<file path="src/design/lids_pkg.sv">
// Constants for the line unit drive and scan register bank
package lids_pkg;
   // Register addresses on the processor port
   localparam logic [8:0] LIDS_ADDR_CONTROL = 9'h072;
   localparam logic [8:0] LIDS_ADDR_STATUS = 9'h073;
   localparam logic [8:0] LIDS_ADDR_GPIO_DIR = 9'h074;
   localparam logic [8:0] LIDS_ADDR_GPIO_DATA = 9'h075;
   // Control register field positions
   localparam int LIDS_BIT_REMOTE_LOOP = 0;
   localparam int LIDS_BIT_LOCAL_LOOP = 1;
   localparam int LIDS_BIT_ALL_ONES = 4;
   localparam int LIDS_BIT_EQ_BYPASS = 5;
   // Status register field positions
   localparam int LIDS_BIT_SIGNAL_LOST = 0;
   localparam int LIDS_BIT_LOCK_LOST = 1;
   localparam int LIDS_BIT_DRIVE_MON = 2;
   // Reset values and implemented-bit masks
   localparam logic [7:0] LIDS_CONTROL_RST = 8'h00;
   localparam logic [7:0] LIDS_CONTROL_MASK = 8'h33;
   localparam int LIDS_GPIO_W = 3;
   localparam logic [2:0] LIDS_GPIO_RST = 3'h0;
   localparam logic [7:0] LIDS_RDATA_RST = 8'h00;
endpackage

</file>
<file path="src/design/lids_top.sv">
// Line unit drive and scan register bank with general-purpose pins
// Functional notes
// - Bit 5 at 0x72 drives equalizer bypass
// - Bit 4 drives all-ones transmit command
// - Bit 1 drives local loop output
// - Remote loop taken from bit 0
// - Status bit 2 reads drive monitor
// - Status bit 1 reads loss of lock
// - Status bit 0 reads loss of signal
// - Signal-lost input declares loss of signal
// - Red alarm ORs three framer alarms
// - GPIO pins selectable input or output
// - Reset clears registers, tri-states outputs
`timescale 1ns/1ps
`default_nettype none
module lids_top
   import lids_pkg::*;
(
   input wire logic i_clk,
   input wire logic i_sys_rst,
   input wire logic i_cs_n,
   input wire logic i_rd_n,
   input wire logic i_wr_n,
   input wire logic [8:0] i_addr,
   input wire logic [7:0] i_wdata,
   output logic [7:0] o_rdata,
   output logic o_rdata_oe,
   input wire logic i_drive_monitor_in,
   input wire logic i_lock_lost_in,
   input wire logic i_signal_lost_in,
   input wire logic i_framer_signal_loss,
   input wire logic i_framer_out_of_frame,
   input wire logic i_framer_alarm_indication,
   output logic o_eq_bypass_out,
   output logic o_all_ones_cmd_out,
   output logic o_local_loop_out,
   output logic o_remote_loop_out,
   output logic o_los_declared,
   output logic o_red_alarm_out,
   output logic o_line_oe,
   input wire logic [2:0] i_gpio,
   output logic [2:0] o_gpio,
   output logic [2:0] o_gpio_oe
);

   ////////////////////////////////////////////////////////////////////////
   // Decode

   // Address match gated by chip select and a strobe
   // Strobes are levels, so a write held for several cycles rewrites the same value
   function automatic logic hit(input logic [8:0] addr, input logic [8:0] target, input logic strobe_n,
                                input logic cs_n);
      hit = !cs_n && !strobe_n && (addr == target);
   endfunction

   logic wr_ctrl; // Control register write this cycle
   logic wr_dir; // GPIO direction write
   logic wr_gdata; // GPIO output data write
   logic wr_status; // Ignored write to the read-only status
   logic rd_any; // Any read strobe with select
   assign wr_ctrl = hit(i_addr, LIDS_ADDR_CONTROL, i_wr_n, i_cs_n);
   assign wr_dir = hit(i_addr, LIDS_ADDR_GPIO_DIR, i_wr_n, i_cs_n);
   assign wr_gdata = hit(i_addr, LIDS_ADDR_GPIO_DATA, i_wr_n, i_cs_n);
   assign wr_status = hit(i_addr, LIDS_ADDR_STATUS, i_wr_n, i_cs_n);
   assign rd_any = !i_cs_n && !i_rd_n;

   ////////////////////////////////////////////////////////////////////////
   // Register state

   logic [7:0] ctrl_q, ctrl_d; // Drive register, masked bits only
   logic [2:0] dir_q, dir_d; // GPIO direction, 1 = output
   logic [2:0] gout_q, gout_d; // GPIO output levels
   logic [7:0] rdata_q, rdata_d; // Read data holding flop
   logic rdoe_q, rdoe_d; // Data bus drive enable
   logic los_q, los_d; // Loss of signal declaration
   logic red_q, red_d; // Red alarm
   logic oe_q, oe_d; // Line outputs enabled once out of reset

   // Next-state for the register bank; status writes fall through untouched
   always_comb
   begin
      ctrl_d = ctrl_q;
      dir_d = dir_q;
      gout_d = gout_q;
      rdata_d = rdata_q;
      rdoe_d = rd_any;
      oe_d = 1'b1;
      if (wr_ctrl)
      begin
         ctrl_d = i_wdata & LIDS_CONTROL_MASK;
      end
      if (wr_dir)
      begin
         dir_d = i_wdata[2:0];
      end
      if (wr_gdata)
      begin
         gout_d = i_wdata[2:0];
      end
      // Read mux; unmapped addresses read zero
      if (rd_any)
      begin
         unique case (i_addr)
            LIDS_ADDR_CONTROL: rdata_d = ctrl_q;
            LIDS_ADDR_STATUS: rdata_d = {5'h00, i_drive_monitor_in, i_lock_lost_in, i_signal_lost_in};
            LIDS_ADDR_GPIO_DIR: rdata_d = {5'h00, dir_q};
            // input pins read back where direction is input
            LIDS_ADDR_GPIO_DATA: rdata_d = {5'h00, (i_gpio & ~dir_q) | (gout_q & dir_q)};
            default: rdata_d = 8'h00;
         endcase
      end
      los_d = i_signal_lost_in;
      red_d = i_framer_signal_loss | i_framer_out_of_frame | i_framer_alarm_indication;
   end

   always_ff @(posedge i_clk or posedge i_sys_rst)
   begin
      if (i_sys_rst)
      begin
         ctrl_q <= LIDS_CONTROL_RST;
         dir_q <= LIDS_GPIO_RST;
         gout_q <= LIDS_GPIO_RST;
         rdata_q <= LIDS_RDATA_RST;
         rdoe_q <= 1'b0;
         los_q <= 1'b0;
         red_q <= 1'b0;
         oe_q <= 1'b0;
      end
      else
      begin
         ctrl_q <= ctrl_d;
         dir_q <= dir_d;
         gout_q <= gout_d;
         rdata_q <= rdata_d;
         rdoe_q <= rdoe_d;
         los_q <= los_d;
         red_q <= red_d;
         oe_q <= oe_d;
      end
   end

   ////////////////////////////////////////////////////////////////////////
   // Outputs, all straight from flops

   assign o_eq_bypass_out = ctrl_q[LIDS_BIT_EQ_BYPASS];
   assign o_all_ones_cmd_out = ctrl_q[LIDS_BIT_ALL_ONES];
   assign o_local_loop_out = ctrl_q[LIDS_BIT_LOCAL_LOOP];
   // remote loop on its own bit
   assign o_remote_loop_out = ctrl_q[LIDS_BIT_REMOTE_LOOP];
   assign o_rdata = rdata_q;
   assign o_rdata_oe = rdoe_q;
   assign o_los_declared = los_q;
   assign o_red_alarm_out = red_q;
   assign o_line_oe = oe_q;
   assign o_gpio = gout_q;
   // Direction resets to input, so pins float during and after reset
   assign o_gpio_oe = dir_q;
endmodule
`default_nettype wire

</file>
<file path="config.mk">
export PLATFORM = sky130hd
export DESIGN_NAME = lids_top
export DESIGN_NICKNAME = d
export VERILOG_FILES = /design/src/design/lids_pkg.sv /design/src/design/lids_top.sv
export SDC_FILE = /design/constraint.sdc
export NUM_CORES = 1
export LEC_CHECK = 0
export ABC_CLOCK_PERIOD_IN_PS = 2500
export BUFFER_PORTS_ARGS = -buffer_cell sky130_fd_sc_hd__buf_4
export CORE_UTILIZATION = 46
export CTS_CLUSTER_DIAMETER = 60
export DETAILED_ROUTE_END_ITERATION = 10
export GPL_TIMING_DRIVEN = 0
export PLACE_DENSITY = 0.84
export SETUP_SLACK_MARGIN = 0.05
export SLEW_MARGIN = 20
export SYNTH_ARGS = -nofsm -noshare
export SYNTH_HDL_FRONTEND = slang
export SYNTH_SLANG_ARGS = --single-unit
</file>
<file path="constraint.sdc">
create_clock -name i_clk -period 2.5 [get_ports i_clk]
set_clock_uncertainty 0.1 [all_clocks]
set_input_delay 0.125 -clock i_clk [delete_from_list [all_inputs] [get_ports i_clk]]
set_output_delay 0.125 -clock i_clk [all_outputs]
set_load 0.1 [all_outputs]
</file>
==> reports/metrics.cfg <==
[clock_network]
clockBufferDepth=2
clk-insertion-delay-late_ns=0.29
ctsHoldBuffers=11
clkSinkCount=19
h-tree-depth=1
cts_root_buf=clkbuf_4
postCtsSetupRepairBufs=0
cts_buffers=3
cts_resized=0
cts_tree=built
path_clk_slew_ns=0.12

[timing]
rsz0062_at_grt=false
finalSetupViolCount=0
worstMarginPinSlew_ns=0.6736
drv_slew=0
setup_tns_ns=0
fmax_mhz=637.1
fin_crit_ns=1.570
period_share_pct=62.78
hold_viol=0
slew_headroom_pct=55.04

[power_and_ir_drop]
power.density_mw_per_mm2=433.9
p_leak_nw=0.7548
ir_drop_mv=0.4943

[route]
first_pass_iters=4
drc=0
via_per_inst=5.000
drtIter0Drc=5
ant_nets=0
vias=810
wirelength_um=2035
wl_per_cell_um=12.56

[grt]
grt_use_total_pct=20.68
antenna_found_initial=0
global_route.usage.met3_pct=3.462
use_met2_pct=38.33
grt_max_degree=20
grt_pass1_wl_um=3229
top_usage_layer=met2
globalRouteMet1Util_pct=25.31
gr-total-overflow=0
grt_pass1_vias=814

[placement]
port_buffers=46
place_hpwl_um=1513
routabilityCongestion=0.7605

[die]
std_cell_rows=15
fp.dieW_um=46.81
die-area_mm2=0.002191
start_util_pct=51.25
io_pins=53
die_h_um=46.81
core_area_mm2=0.001802

[worst_setup_path]
path_class=input pin to register
critPathMaxFanout=1
crit_required_ns=2.59
endpoint_kind=register
crit_path_start_kind=input pin
arrival_ns=1.66

[yosys]
ys_ff_latch=19
ys_types=24
syn_avg_cell_area_um2=12.48
syn_area_um2=923.4
ys_warn_count=0
netlist_instances=74
yosysSeqAreaShare_pct=51.49

[layout]
final_common_cell=buf_4
nNetsFinal=169
syn2layout_area_growth_pct=56.78
fin_util_pct=80.35
final_cell_mix=49 x buf_4, 19 x dfrtp_1, 11 x dlygate4sd3_1
n_fill_cell=119
antenna_cells=0
drive_gt1_share_pct=45.99

[outcome]
outcome=finished clean

[job]
maxCapViolCount=0

[worst_hold_path]
hold_class=input pin to register

[per-layer routing]
metal	part of all wire [%]	routed length, um	vias to the layer above
met5	0	0	-
met1	42	850	390
li1	-	-	391
met4	0	0	0
met2	54	1097	29
met3	4.3	88	0
[final cells by class]
class                           instances  area, um2  area share (%)
Buffer                                  4      27.53           1.901
Clock buffer                            3      22.52           1.556
Clock inverter                          1      7.507          0.5186
Inverter                                6      22.52           1.556
Multi-Input combinational cell         47      405.4           28.00
Sequential cell                        19      475.5           32.84
Tap cell                               25      31.28           2.161
Timing Repair Buffer                   57      455.4           31.46
[synth_stat cells]
| library cell | instances | share of area [%] |
|---|---|---|
| dfrtp_1 | 19 | 51 |
| inv_1 | 6 | 2.4 |
| mux2_1 | 6 | 7.3 |
| o21ai_0 | 5 | 2.7 |
| mux2_4 | 4 | 6.5 |
| nand4_1 | 4 | 2.7 |
| a21oi_1 | 3 | 1.6 |
| a31oi_1 | 3 | 2.0 |
| buf_4 | 3 | 2.4 |
| conb_1 | 2 | 0.81 |
| mux2i_1 | 2 | 2.2 |
| nor2_1 | 2 | 0.81 |
| nor4_4 | 2 | 4.6 |
| o211ai_1 | 2 | 1.6 |
| o31ai_1 | 2 | 1.6 |
| and4b_1 | 1 | 1.1 |
| buf_2 | 1 | 0.54 |
| nand2_1 | 1 | 0.41 |
| nand2b_1 | 1 | 0.68 |
| nand3_1 | 1 | 0.54 |
| nand3b_2 | 1 | 1.2 |
| nand4_2 | 1 | 1.4 |
| nand4b_4 | 1 | 2.6 |
| or3_1 | 1 | 0.68 |
[cell families (layout without fill, tap and decap cells)]
logic type             Yosys count  after routing  share of synthesized area [%]
AO/OA/AOI/OAI                   15             15                          9.619
multiplexers                    12             12                          15.99
flip-flops                      19             19                          51.49
other                            2              4                         0.8133
buffers and inverters           10             71                          5.419
AND/OR/NAND/NOR                 16             16                          16.67
[critical path, cell delays in order]
cell           delay [ns]
dlygate4sd3_1        0.54
buf_4                0.13
or3_1                0.30
dlygate4sd3_1        0.56
[where the power goes]
group | internal (mW) | total [mW] | switching [mW] | leakage, nW
clock | 0.0606 | 0.157 | 0.0964 | 0.0139
sequential | 0.313 | 0.316 | 0.00301 | 0.255
combinational | 0.0578 | 0.155 | 0.0976 | 0.486
total | 0.431 | 0.628 | 0.197 | 0.755
[stage by stage]
step	area, um2	hold WS [ns]	power, mW	setup slack (ns)	std cells
after floorplan	930.9	-0.02387	0.4080	0.9484	76
after global placement	1308	0.1469	0.4613	0.9315	147
after detailed placement	1308	0.1461	0.4639	0.8902	147
after CTS	1448	0.009320	0.6319	0.9603	162
after global routing	1448	0.01163	0.6552	0.9223	162
final	1448	0.006794	0.6281	0.9304	162
[worst paths after layout]
path,start,endpoint,slack [ns],cells past startpoint
max,i_framer_alarm_indication,o_red_alarm_out,0.93,4
min,i_cs_n,o_rdata_oe,0.007,2
max reg2reg,o_gpio_oe[0],o_rdata[0],1.47,4
min reg2reg,o_rdata[4],o_rdata[4],0.43,2
max in group asynchronous,i_sys_rst,o_rdata[2],1.50,3
min in group asynchronous,i_sys_rst,o_line_oe,0.37,3
[state kept, by name, indices dropped and copies added, names as in the netlist]
| register | cells |
|---|---|
| o_red_alarm_out | 1 |
| o_gpio_oe | 3 |
| o_rdata | 5 |
| o_los_declared | 1 |
| o_line_oe | 1 |
| ctrl_q | 4 |
| o_rdata_oe | 1 |
| o_gpio | 3 |
Note: power is estimated with default switching activity, not from simulation.
